$ cat src/flash_rd_pkg.sv
// Purpose: shared constants and types of the flash read controller
// Assumes: 16-bit word addressing on the processor side
// Notes: flash lines are 128 bits, two 64-bit ecc-protected words

package flash_rd_pkg;

  // ----------------------------------------------------------------
  // geometry
  // ----------------------------------------------------------------
  localparam int ADDR_W = 22;
  localparam int IDX_W = 3;
  localparam int LINE_W = ADDR_W - IDX_W;
  localparam int PF_DEPTH = 2;
  localparam int DATA_W = 64;
  localparam int SYN_W = 7;
  localparam int CW_BITS = 72;
  localparam int CNT_W = 16;
  localparam int WS_W = 4;

  // ----------------------------------------------------------------
  // register map (byte addresses) and field positions
  // ----------------------------------------------------------------
  localparam int REG_AW = 8;
  localparam logic [REG_AW-1:0] REG_CTRL = 8'h00;
  localparam logic [REG_AW-1:0] REG_STATUS = 8'h04;
  localparam logic [REG_AW-1:0] REG_MASK = 8'h08;
  localparam logic [REG_AW-1:0] REG_THRESH = 8'h0c;
  localparam logic [REG_AW-1:0] REG_ERRCNT = 8'h10;
  localparam int CTRL_PF_POS = 0;
  localparam int CTRL_DC_POS = 1;
  localparam int CTRL_WS_POS = 4;
  localparam int EVT_UNCORR_POS = 0;
  localparam int EVT_THR_POS = 1;

  // ----------------------------------------------------------------
  // reset values
  // ----------------------------------------------------------------
  localparam logic [WS_W-1:0] WS_RST = 4'h3;
  localparam logic PF_EN_RST = 1'b0;
  localparam logic DC_EN_RST = 1'b0;
  localparam logic [CNT_W-1:0] THRESH_RST = 16'h0000;

  // ----------------------------------------------------------------
  // types
  // ----------------------------------------------------------------
  typedef struct packed {
    logic [WS_W-1:0] ws;
    logic dc_en;
    logic pf_en;
  } ctrl_t;
  typedef struct packed {
    logic thr;
    logic uncorr;
  } evt_t;
  typedef struct packed {
    logic [CW_BITS-DATA_W-1:0] chk;
    logic [DATA_W-1:0] data;
  } ecc_word_t;
  typedef struct packed {
    ecc_word_t hi;
    ecc_word_t lo;
  } flash_line_t;
  typedef struct packed {
    logic req;
    logic [ADDR_W-1:0] addr;
  } cpu_req_t;
  typedef struct packed {
    logic ack;
    logic [15:0] data;
  } cpu_rsp_t;
  typedef enum logic [1:0] {SRC_FETCH, SRC_DATA, SRC_PREF} src_t;
  typedef enum logic {S_IDLE, S_ACCESS} state_t;

  function automatic logic [LINE_W-1:0] line_of(
    input logic [ADDR_W-1:0] a);
    return a[ADDR_W-1:IDX_W];
  endfunction

  function automatic logic [15:0] pick(input logic [127:0] l,
                                       input logic [IDX_W-1:0] i);
    return l[{i, 4'h0} +: 16];
  endfunction

  // byte-lane merge of a bus write over an old value
  function automatic logic [31:0] wmask(input logic [31:0] o,
                                        input logic [31:0] n,
                                        input logic [3:0] s);
    logic [31:0] r;
    r = o;
    for (int b = 0; b < 4; b++) begin
      if (s[b]) begin
        r[b*8 +: 8] = n[b*8 +: 8];
      end
    end
    return r;
  endfunction

endpackage

$ cat src/flash_read_controller.sv
// Purpose: read side of the flash: prefetch, data cache, ecc, wait states
// Assumes: flash array data valid ws+1 cycles after flash_line_o changes
// Notes: one flash access at a time; buffer and cache hits run alongside
//
// Notes on behaviour
// - prefetch next aligned line after last fetch
// - two prefetch entries of 128 bits
// - holds sixteen words, refills while cpu consumes
// - sequential fetch hits answer without wait
// - wait states only after fetch discontinuity
// - prefetch mode enabled by control bit
// - data cache optional, bypassed when disabled
// - data miss captures whole aligned line
// - data hits in cached line answer without wait
// - data miss discards cache and refills
// - each 64-bit word carries secded code
// - correct before buffering, no extra cycle
// - uncorrectable error raises non-maskable request
// - correctable count reaching threshold raises interrupt

`timescale 1ns/100ps

module flash_read_controller
  import flash_rd_pkg::*;
(
  input wire logic clk_i, // 100 MHz clock
  input wire logic rst_i, // synchronous reset, active high
  input wire logic wb_cyc_i, // wishbone cycle
  input wire logic wb_stb_i, // wishbone strobe
  input wire logic wb_we_i, // wishbone write
  input wire logic [REG_AW-1:0] wb_adr_i, // wishbone byte address
  input wire logic [3:0] wb_sel_i, // wishbone byte enables
  input wire logic [31:0] wb_dat_i, // wishbone write data
  output logic [31:0] wb_dat_o, // wishbone read data
  output logic wb_ack_o, // wishbone acknowledge
  input wire cpu_req_t if_req_i, // instruction fetch request
  output cpu_rsp_t if_rsp_o, // instruction fetch answer
  input wire cpu_req_t dr_req_i, // data read request
  output cpu_rsp_t dr_rsp_o, // data read answer
  output logic flash_rd_o, // flash access in progress
  output logic [LINE_W-1:0] flash_line_o, // flash line address
  input wire flash_line_t flash_data_i, // raw flash line
  output logic irq_o, // masked event interrupt
  output logic nmi_o // non-maskable uncorrectable error
);

  // ----------------------------------------------------------------
  // state
  // ----------------------------------------------------------------
  ctrl_t ctrl_reg, ctrl_next;
  evt_t status_reg, status_next, mask_reg, mask_next;
  logic [CNT_W-1:0] thresh_reg, thresh_next, cnt_reg, cnt_next;
  logic wb_ack_reg, wb_ack_next, irq_reg, irq_next, nmi_reg, nmi_next;
  logic [31:0] wb_dat_reg, wb_dat_next;
  logic thr_evt;
  state_t st_reg, st_next;
  src_t src_reg, src_next;
  logic [LINE_W-1:0] line_reg, line_next;
  logic [IDX_W-1:0] idx_reg, idx_next;
  logic [WS_W-1:0] wait_reg, wait_next;
  logic rd_reg, rd_next;
  logic [127:0] pf_data_reg [PF_DEPTH];
  logic [127:0] pf_data_next [PF_DEPTH];
  logic [LINE_W-1:0] pf_tag_reg [PF_DEPTH];
  logic [LINE_W-1:0] pf_tag_next [PF_DEPTH];
  logic [PF_DEPTH-1:0] pf_val_reg, pf_val_next;
  logic [LINE_W-1:0] cur_reg, cur_next;
  logic cur_val_reg, cur_val_next;
  logic [127:0] dc_data_reg, dc_data_next;
  logic [LINE_W-1:0] dc_tag_reg, dc_tag_next;
  logic dc_val_reg, dc_val_next;
  cpu_rsp_t if_rsp_reg, if_rsp_next, dr_rsp_reg, dr_rsp_next;

  // ----------------------------------------------------------------
  // ecc check of both halves of the returning line
  // ----------------------------------------------------------------
  logic [DATA_W-1:0] fix_lo, fix_hi;
  logic corr_lo, corr_hi, unc_lo, unc_hi;
  logic [127:0] fix_line;

  secded_word u_ecc_lo (
    .word_i(flash_data_i.lo),
    .data_o(fix_lo),
    .corr_o(corr_lo),
    .uncorr_o(unc_lo)
  );

  secded_word u_ecc_hi (
    .word_i(flash_data_i.hi),
    .data_o(fix_hi),
    .corr_o(corr_hi),
    .uncorr_o(unc_hi)
  );

  assign fix_line = {fix_hi, fix_lo};

  // ----------------------------------------------------------------
  // lookups
  // ----------------------------------------------------------------
  logic [LINE_W-1:0] if_line, dr_line, pf_tgt;
  logic if_go, dr_go, hit0, hit1, if_hit, dc_hit, tgt_held, victim;
  logic capture, any_unc;
  logic [1:0] n_corr;

  assign if_line = line_of(if_req_i.addr);
  assign dr_line = line_of(dr_req_i.addr);
  // a held request is not served twice while its ack is showing
  assign if_go = if_req_i.req && !if_rsp_reg.ack;
  assign dr_go = dr_req_i.req && !dr_rsp_reg.ack;
  assign hit0 = ctrl_reg.pf_en && pf_val_reg[0] && pf_tag_reg[0] == if_line;
  assign hit1 = ctrl_reg.pf_en && pf_val_reg[1] && pf_tag_reg[1] == if_line;
  assign if_hit = hit0 || hit1;
  assign dc_hit = ctrl_reg.dc_en && dc_val_reg && dc_tag_reg == dr_line;
  assign pf_tgt = cur_reg + LINE_W'(1);
  assign tgt_held = (pf_val_reg[0] && pf_tag_reg[0] == pf_tgt) ||
                    (pf_val_reg[1] && pf_tag_reg[1] == pf_tgt);
  // the entry holding the current line is kept, the other refilled
  assign victim = pf_val_reg[0] && pf_tag_reg[0] == cur_reg;
  assign capture = st_reg == S_ACCESS && wait_reg == '0;
  assign any_unc = capture && (unc_lo || unc_hi);
  assign n_corr = capture ? {1'b0, corr_lo} + {1'b0, corr_hi} : 2'h0;

  // ----------------------------------------------------------------
  // read engine
  // ----------------------------------------------------------------
  always_comb begin
    st_next = st_reg;
    src_next = src_reg;
    line_next = line_reg;
    idx_next = idx_reg;
    wait_next = wait_reg;
    rd_next = rd_reg;
    pf_data_next = pf_data_reg;
    pf_tag_next = pf_tag_reg;
    pf_val_next = pf_val_reg;
    cur_next = cur_reg;
    cur_val_next = cur_val_reg;
    dc_data_next = dc_data_reg;
    dc_tag_next = dc_tag_reg;
    dc_val_next = dc_val_reg;
    if_rsp_next = '0;
    dr_rsp_next = '0;
    // hits are answered from storage even while flash is busy
    if (if_go && if_hit) begin
      if_rsp_next.ack = 1'b1;
      if_rsp_next.data = pick(hit1 ? pf_data_reg[1] : pf_data_reg[0],
                              if_req_i.addr[IDX_W-1:0]);
      cur_next = if_line;
    end
    if (dr_go && dc_hit) begin
      dr_rsp_next.ack = 1'b1;
      dr_rsp_next.data = pick(dc_data_reg, dr_req_i.addr[IDX_W-1:0]);
    end
    if (capture) begin
      st_next = S_IDLE;
      rd_next = 1'b0;
      unique case (src_reg)
        SRC_FETCH: begin
          if_rsp_next.ack = 1'b1;
          if_rsp_next.data = pick(fix_line, idx_reg);
          if (ctrl_reg.pf_en) begin
            pf_data_next[0] = fix_line;
            pf_tag_next[0] = line_reg;
            pf_val_next[0] = 1'b1;
          end
        end
        SRC_DATA: begin
          dr_rsp_next.ack = 1'b1;
          dr_rsp_next.data = pick(fix_line, idx_reg);
          if (ctrl_reg.dc_en) begin
            dc_data_next = fix_line;
            dc_tag_next = line_reg;
            dc_val_next = 1'b1;
          end
        end
        SRC_PREF: begin
          // a line overtaken by a jump is dropped, not stored
          if (line_reg == pf_tgt) begin
            pf_data_next[victim] = fix_line;
            pf_tag_next[victim] = line_reg;
            pf_val_next[victim] = 1'b1;
          end
        end
      endcase
    end else if (st_reg == S_IDLE) begin
      // demand fetch first, then data, then background prefetch
      if (if_go && !if_hit) begin
        st_next = S_ACCESS;
        src_next = SRC_FETCH;
        line_next = if_line;
        idx_next = if_req_i.addr[IDX_W-1:0];
        wait_next = ctrl_reg.ws;
        rd_next = 1'b1;
        if (ctrl_reg.pf_en) begin
          pf_val_next = '0;
          cur_next = if_line;
          cur_val_next = 1'b1;
        end
      end else if (dr_go && !dc_hit) begin
        st_next = S_ACCESS;
        src_next = SRC_DATA;
        line_next = dr_line;
        idx_next = dr_req_i.addr[IDX_W-1:0];
        wait_next = ctrl_reg.ws;
        rd_next = 1'b1;
        dc_val_next = 1'b0;
      end else if (ctrl_reg.pf_en && cur_val_reg && !tgt_held) begin
        st_next = S_ACCESS;
        src_next = SRC_PREF;
        line_next = pf_tgt;
        wait_next = ctrl_reg.ws;
        rd_next = 1'b1;
      end
    end else begin
      wait_next = wait_reg - WS_W'(1);
    end
  end

  always_ff @(posedge clk_i) begin
    if (rst_i) begin
      st_reg <= S_IDLE;
      src_reg <= SRC_FETCH;
      line_reg <= '0;
      idx_reg <= '0;
      wait_reg <= '0;
      rd_reg <= 1'b0;
      pf_data_reg <= '{default: '0};
      pf_tag_reg <= '{default: '0};
      pf_val_reg <= '0;
      cur_reg <= '0;
      cur_val_reg <= 1'b0;
      dc_data_reg <= '0;
      dc_tag_reg <= '0;
      dc_val_reg <= 1'b0;
      if_rsp_reg <= '0;
      dr_rsp_reg <= '0;
    end else begin
      st_reg <= st_next;
      src_reg <= src_next;
      line_reg <= line_next;
      idx_reg <= idx_next;
      wait_reg <= wait_next;
      rd_reg <= rd_next;
      pf_data_reg <= pf_data_next;
      pf_tag_reg <= pf_tag_next;
      pf_val_reg <= pf_val_next;
      cur_reg <= cur_next;
      cur_val_reg <= cur_val_next;
      dc_data_reg <= dc_data_next;
      dc_tag_reg <= dc_tag_next;
      dc_val_reg <= dc_val_next;
      if_rsp_reg <= if_rsp_next;
      dr_rsp_reg <= dr_rsp_next;
    end
  end

  // ----------------------------------------------------------------
  // register file and events
  // ----------------------------------------------------------------
  always_comb begin
    logic [31:0] rd, wm, wz;
    logic acc, wr;
    logic [CNT_W-1:0] base;
    logic [CNT_W:0] sum;
    evt_t set;
    rd = 32'h0;
    wm = 32'h0;
    wz = 32'h0;
    sum = '0;
    set = '0;
    acc = wb_cyc_i && wb_stb_i && !wb_ack_reg;
    wr = acc && wb_we_i;
    ctrl_next = ctrl_reg;
    mask_next = mask_reg;
    thresh_next = thresh_reg;
    base = cnt_reg;
    unique case (wb_adr_i)
      REG_CTRL: begin
        rd[CTRL_PF_POS] = ctrl_reg.pf_en;
        rd[CTRL_DC_POS] = ctrl_reg.dc_en;
        rd[CTRL_WS_POS +: WS_W] = ctrl_reg.ws;
      end
      REG_STATUS: rd[1:0] = status_reg;
      REG_MASK: rd[1:0] = mask_reg;
      REG_THRESH: rd[CNT_W-1:0] = thresh_reg;
      REG_ERRCNT: rd[CNT_W-1:0] = cnt_reg;
      default: rd = 32'h0;
    endcase
    wm = wmask(rd, wb_dat_i, wb_sel_i);
    wz = wmask(32'h0, wb_dat_i, wb_sel_i);
    if (wr) begin
      unique case (wb_adr_i)
        REG_CTRL: begin
          ctrl_next.pf_en = wm[CTRL_PF_POS];
          ctrl_next.dc_en = wm[CTRL_DC_POS];
          ctrl_next.ws = wm[CTRL_WS_POS +: WS_W];
        end
        REG_MASK: mask_next = wm[1:0];
        REG_THRESH: thresh_next = wm[CNT_W-1:0];
        REG_ERRCNT: base = '0;
        default: ;
      endcase
    end
    // counter saturates; a clear in the same cycle keeps new counts
    sum = {1'b0, base} + {{(CNT_W - 1){1'b0}}, n_corr};
    cnt_next = sum[CNT_W] ? '1 : sum[CNT_W-1:0];
    thr_evt = thresh_reg != '0 && base < thresh_reg &&
              cnt_next >= thresh_reg;
    set.uncorr = any_unc;
    set.thr = thr_evt;
    // write-one-to-clear, but a new event wins over the clear
    status_next = (status_reg & ~((wr && wb_adr_i == REG_STATUS) ?
                   evt_t'(wz[1:0]) : evt_t'(2'b00))) | set;
    irq_next = |(status_next & mask_next);
    nmi_next = status_next.uncorr;
    wb_ack_next = acc;
    wb_dat_next = acc ? rd : 32'h0;
  end

  always_ff @(posedge clk_i) begin
    if (rst_i) begin
      ctrl_reg <= '{ws: WS_RST, dc_en: DC_EN_RST, pf_en: PF_EN_RST};
      status_reg <= '0;
      mask_reg <= '0;
      thresh_reg <= THRESH_RST;
      cnt_reg <= '0;
      wb_ack_reg <= 1'b0;
      wb_dat_reg <= 32'h0;
      irq_reg <= 1'b0;
      nmi_reg <= 1'b0;
    end else begin
      ctrl_reg <= ctrl_next;
      status_reg <= status_next;
      mask_reg <= mask_next;
      thresh_reg <= thresh_next;
      cnt_reg <= cnt_next;
      wb_ack_reg <= wb_ack_next;
      wb_dat_reg <= wb_dat_next;
      irq_reg <= irq_next;
      nmi_reg <= nmi_next;
    end
  end

  assign wb_ack_o = wb_ack_reg;
  assign wb_dat_o = wb_dat_reg;
  assign if_rsp_o = if_rsp_reg;
  assign dr_rsp_o = dr_rsp_reg;
  assign flash_rd_o = rd_reg;
  assign flash_line_o = line_reg;
  assign irq_o = irq_reg;
  assign nmi_o = nmi_reg;
endmodule

$ cat src/secded_word.sv
// Purpose: single-error-correct, double-error-detect check of one word
// Assumes: hamming positions 1..71, check bit 7 is even overall parity
// Notes: purely combinational so correction costs no cycle

`timescale 1ns/100ps

module secded_word
  import flash_rd_pkg::*;
(
  input wire ecc_word_t word_i, // stored data with check bits
  output logic [DATA_W-1:0] data_o, // corrected data
  output logic corr_o, // single error seen and fixed
  output logic uncorr_o // double error seen
);

  always_comb begin
    logic [SYN_W-1:0] syn;
    logic par;
    int k;
    syn = '0;
    par = ^word_i;
    k = 0;
    // data bits sit at the non power-of-two positions
    for (int j = 3; j < CW_BITS; j++) begin
      if ((j & (j - 1)) != 0) begin
        if (word_i.data[k]) begin
          syn = syn ^ SYN_W'(j);
        end
        k = k + 1;
      end
    end
    syn = syn ^ word_i.chk[SYN_W-1:0];
    data_o = word_i.data;
    k = 0;
    for (int j = 3; j < CW_BITS; j++) begin
      if ((j & (j - 1)) != 0) begin
        if (par && syn == SYN_W'(j)) begin
          data_o[k] = ~word_i.data[k];
        end
        k = k + 1;
      end
    end
    corr_o = par;
    uncorr_o = !par && syn != '0;
  end

endmodule

$ cat config.mk
export PLATFORM = sky130hd
export DESIGN_NAME = flash_read_controller
export DESIGN_NICKNAME = d
export VERILOG_FILES = /design/src/flash_rd_pkg.sv /design/src/flash_read_controller.sv /design/src/secded_word.sv
export SDC_FILE = /design/constraint.sdc
export NUM_CORES = 2
export LEC_CHECK = 0
export CAP_MARGIN = 10
export CELL_PAD_IN_SITES_DETAIL_PLACEMENT = 2
export CELL_PAD_IN_SITES_GLOBAL_PLACEMENT = 2
export CORE_AREA = 3 3 368 225
export DETAILED_ROUTE_END_ITERATION = 12
export DIE_AREA = 0 0 371 228
export DONT_BUFFER_PORTS = 1
export HOLD_SLACK_MARGIN = 0.06
export PLACE_DENSITY = 0.8
export SYNTH_ARGS = -nofsm -noshare
export SYNTH_HDL_FRONTEND = slang
export SYNTH_SLANG_ARGS = --single-unit
$ cat constraint.sdc
create_clock -name clk_i -period 10.2 [get_ports clk_i]
set_input_delay 2.04 -clock clk_i [delete_from_list [all_inputs] [get_ports clk_i]]
set_output_delay 2.04 -clock clk_i [all_outputs]
set_load 0.05 [all_outputs]
==> results.ini <==
[sta]
min_period_ns = 9.122
slew_headroom_pct = 7.341
rsz0062_at_grt = no
finalMaxSlewViolations = 0
layout_setup_ws_ns = 1.078
fin_skew_ns = 0.05737
fin_tns_setup_ns = 0
finalHoldViolations = 0
whs_ns = 0.4717
finalSetupViolations = 0
worst_slew_pin_slew_ns = 1.380
fmax_mhz = 109.6
period_share_pct = 89.43

[clock_tree]
cts_resized = 0
cts_tree = built
insertion_delay_ns = 0.69
h-tree-depth = 2
cts.reportedPaths.clkPinSlew_ns = 0.07
cts_root_buf = clkbuf_16
cts_made_buffers = 58
numClockSinks = 587
cts_hold_buf = 0
post_cts_buffers = 0
max-clock-path-buffers = 3

[critical_path]
r2r_start = wb_ack_o
crit_type = in2reg
cp_slowest_cell = xnor3_1
critPathCaptureType = flop
r2r_end = irq_o
reg2reg_depth = 28
cpPeakStageDelay_ns = 0.71
reg2reg_slack_ns = 3.66
cp_data_arrival_time_ns = 9.67
crit_top_cell = a21o_1
crit_required_ns = 10.74
cp-start-kind = input pin
path_max_fanout = 5

[place]
dpl_worst_slack_ns = 0.5541
place.gp.congestion = 1.026
portBuffers = 0
hpwl_um = 99640
dp_cells = 4296

[route]
viasPerCell = 6.268
drt_iter0_markers = 2953
drcViolationCount = 0
routed_wl_um = 137300
vias = 27650
avgRoutedWirePerCell_um = 31.12
dr.pass1.iters = 6
ant_nets = 0

[min_path]
holdPathEnd = dc_tag_reg[9]
hold-path-cell-count = 2
hp-class = reg2reg
min-delay-start = dc_tag_reg[9]

[grt]
track_usage_pct = 31.57
grt_pass1_wl_um = 202300
antenna_found_initial = 7
grt_pass1_vias = 29320
overflow = 0
grt_max_degree = 544

[logic_synthesis]
syn_inst = 3465
synth_seq_area_share_pct = 36.07
async_reset_ff_share_pct = 0
synth_ff_type = dfxtp_1
synth_area_um2 = 32580
synthDistinctLibCells = 79
yosys_warnings = 0
synth_seq_cells = 587
synth_edf_count = 0
syn_area_per_cell_um2 = 9.403

[die]
fp.dieW_um = 371
start_util_pct = 41.05
die_h_um = 228
core_um2 = 79380
num_io_pins = 328
dieArea_um2 = 84590
core.rowCount = 80

[cells_and_area]
drive_above_1_share_pct = 9.129
fin_nets = 3570
final_cell_count_no_fill = 4411
nFillCells = 8347
seq_area_um2 = 11750
fin_util_pct = 44.56
area_growth_pct = 8.567
multi_input_area_um2 = 19600
largest_reg_flops = 256

[power]
p_per_area_nw_per_um2 = 222.5
p_leak_nw = 11.92
peakVddDrop_v = 0.0002130

[flow_run]
max_cap_violations = 0

[run_status]
status = complete, no violations

-- area by class of cell --
| cell class | instances | area share [%] |
|---|---|---|
| Antenna cell | 4 | 0.02830 |
| Tap cell | 1066 | 3.771 |
| Clock inverter | 23 | 1.199 |
| Multi-Input combinational cell | 2567 | 55.41 |
| Timing Repair Buffer | 39 | 0.9904 |
| Clock buffer | 85 | 4.955 |
| Inverter | 40 | 0.4244 |
| Sequential cell | 587 | 33.22 |
-- synth_stat cells, types with 9 or more instances --
master    number  area [µm²]
buf_1         21       78.83
mux4_2       116        2613
a211oi_1     414        3108
xnor2_1      313        2741
buf_4         16       120.1
a22oi_1       40       300.3
nor2_1       574        2155
nand2b_1      24       150.1
a21oi_1       88       440.4
nor2b_1       23       143.9
nand3_1       32       160.2
nor3_1        54       270.3
a221o_1        9       90.09
nand2_1      192       720.7
a21o_1        13       97.59
xor2_1       150        1314
clkbuf_1     232       870.8
and2_1        22       137.6
nor4_1        54       337.8
mux2i_1      101        1011
ha_1          37       462.9
inv_1         40       150.1
nand4_1       37       231.5
o21ai_0       44       220.2
o211ai_1      12       90.09
dfxtp_1      587       11750
xnor3_1       54        1216
and3_1        16       100.1
-- worst max path at each step --
stage / to / cells past startpoint / from / slack (ns)
6_report: irq_o / 30 / flash_data_i[105] / 1.08
5_1_grt: irq_o / 30 / flash_data_i[105] / 0.57
4_1_cts: irq_o / 30 / flash_data_i[105] / 1.22
3_5_place_dp: irq_o / 30 / flash_data_i[105] / 0.55
3_3_place_gp: irq_o / 30 / flash_data_i[105] / 0.69
2_1_floorplan: irq_o / 30 / flash_data_i[105] / 1.86
-- through the flow --
step	cell area, µm²	total power, mW
3_3_place_gp	33140	5.260
4_1_cts	35320	7.797
6_report	35370	7.870
5_1_grt	35360	8.145
3_5_place_dp	33140	5.317
2_1_floorplan	32640	4.337
-- power breakdown --
part	total [mW]	internal [mW]	switching, mW
sequential	2.41	2.31	0.0986
clock	2.47	1.43	1.04
combinational	2.99	0.881	2.11
total	7.87	4.62	3.25
-- placed cells by master, fill, tap and decap left out, drive strengths merged, types with 40 or more instances in the layout --
| cell type | instances |
|---|---|
| dfxtp | 587 |
| nor2 | 575 |
| a211oi | 417 |
| xnor2 | 313 |
| nand2 | 192 |
| xor2 | 150 |
| mux4 | 117 |
| mux2i | 101 |
| a21oi | 88 |
| clkbuf | 85 |
| nor3 | 63 |
| xnor3 | 59 |
| nor4 | 54 |
| o21ai | 45 |
| inv | 41 |
| a22oi | 40 |
-- routing by layer --
metal  vias up  global-route usage [%]  wire, µm
met5         -                       0         0
met4         0                   7.847      3214
met3       195                   7.439     11450
met2       974                   47.09     59210
met1     14460                   45.78     63380
li1      12020                       -         -
-- kinds of logic (layout without fill, tap and decap cells) --
| kind of cell | after synthesis | after routing | synth area share, % |
|---|---|---|---|
| fa+ha+maj | 38 | 38 | 1.482 |
| simple gates | 1088 | 1088 | 15.11 |
| mux | 226 | 226 | 11.49 |
| buf+inv | 326 | 187 | 4.190 |
| xor+xnor | 527 | 527 | 16.92 |
| compound gates | 672 | 672 | 14.74 |
| other cells | 1 | 20 | 0.01151 |
| flops | 587 | 587 | 36.07 |
-- worst max-delay path, delay by kind of cell --
family	cells	cell delay [ns]
AOI/OAI and AO/OA	12	2.39
xor gates and xnor gates	5	2.31
and+or+nand+nor	7	1.53
adders and majority gates	4	1.12
buffers and inverters	2	0.25
No activity file was read; power rests on OpenSTA's default activity.
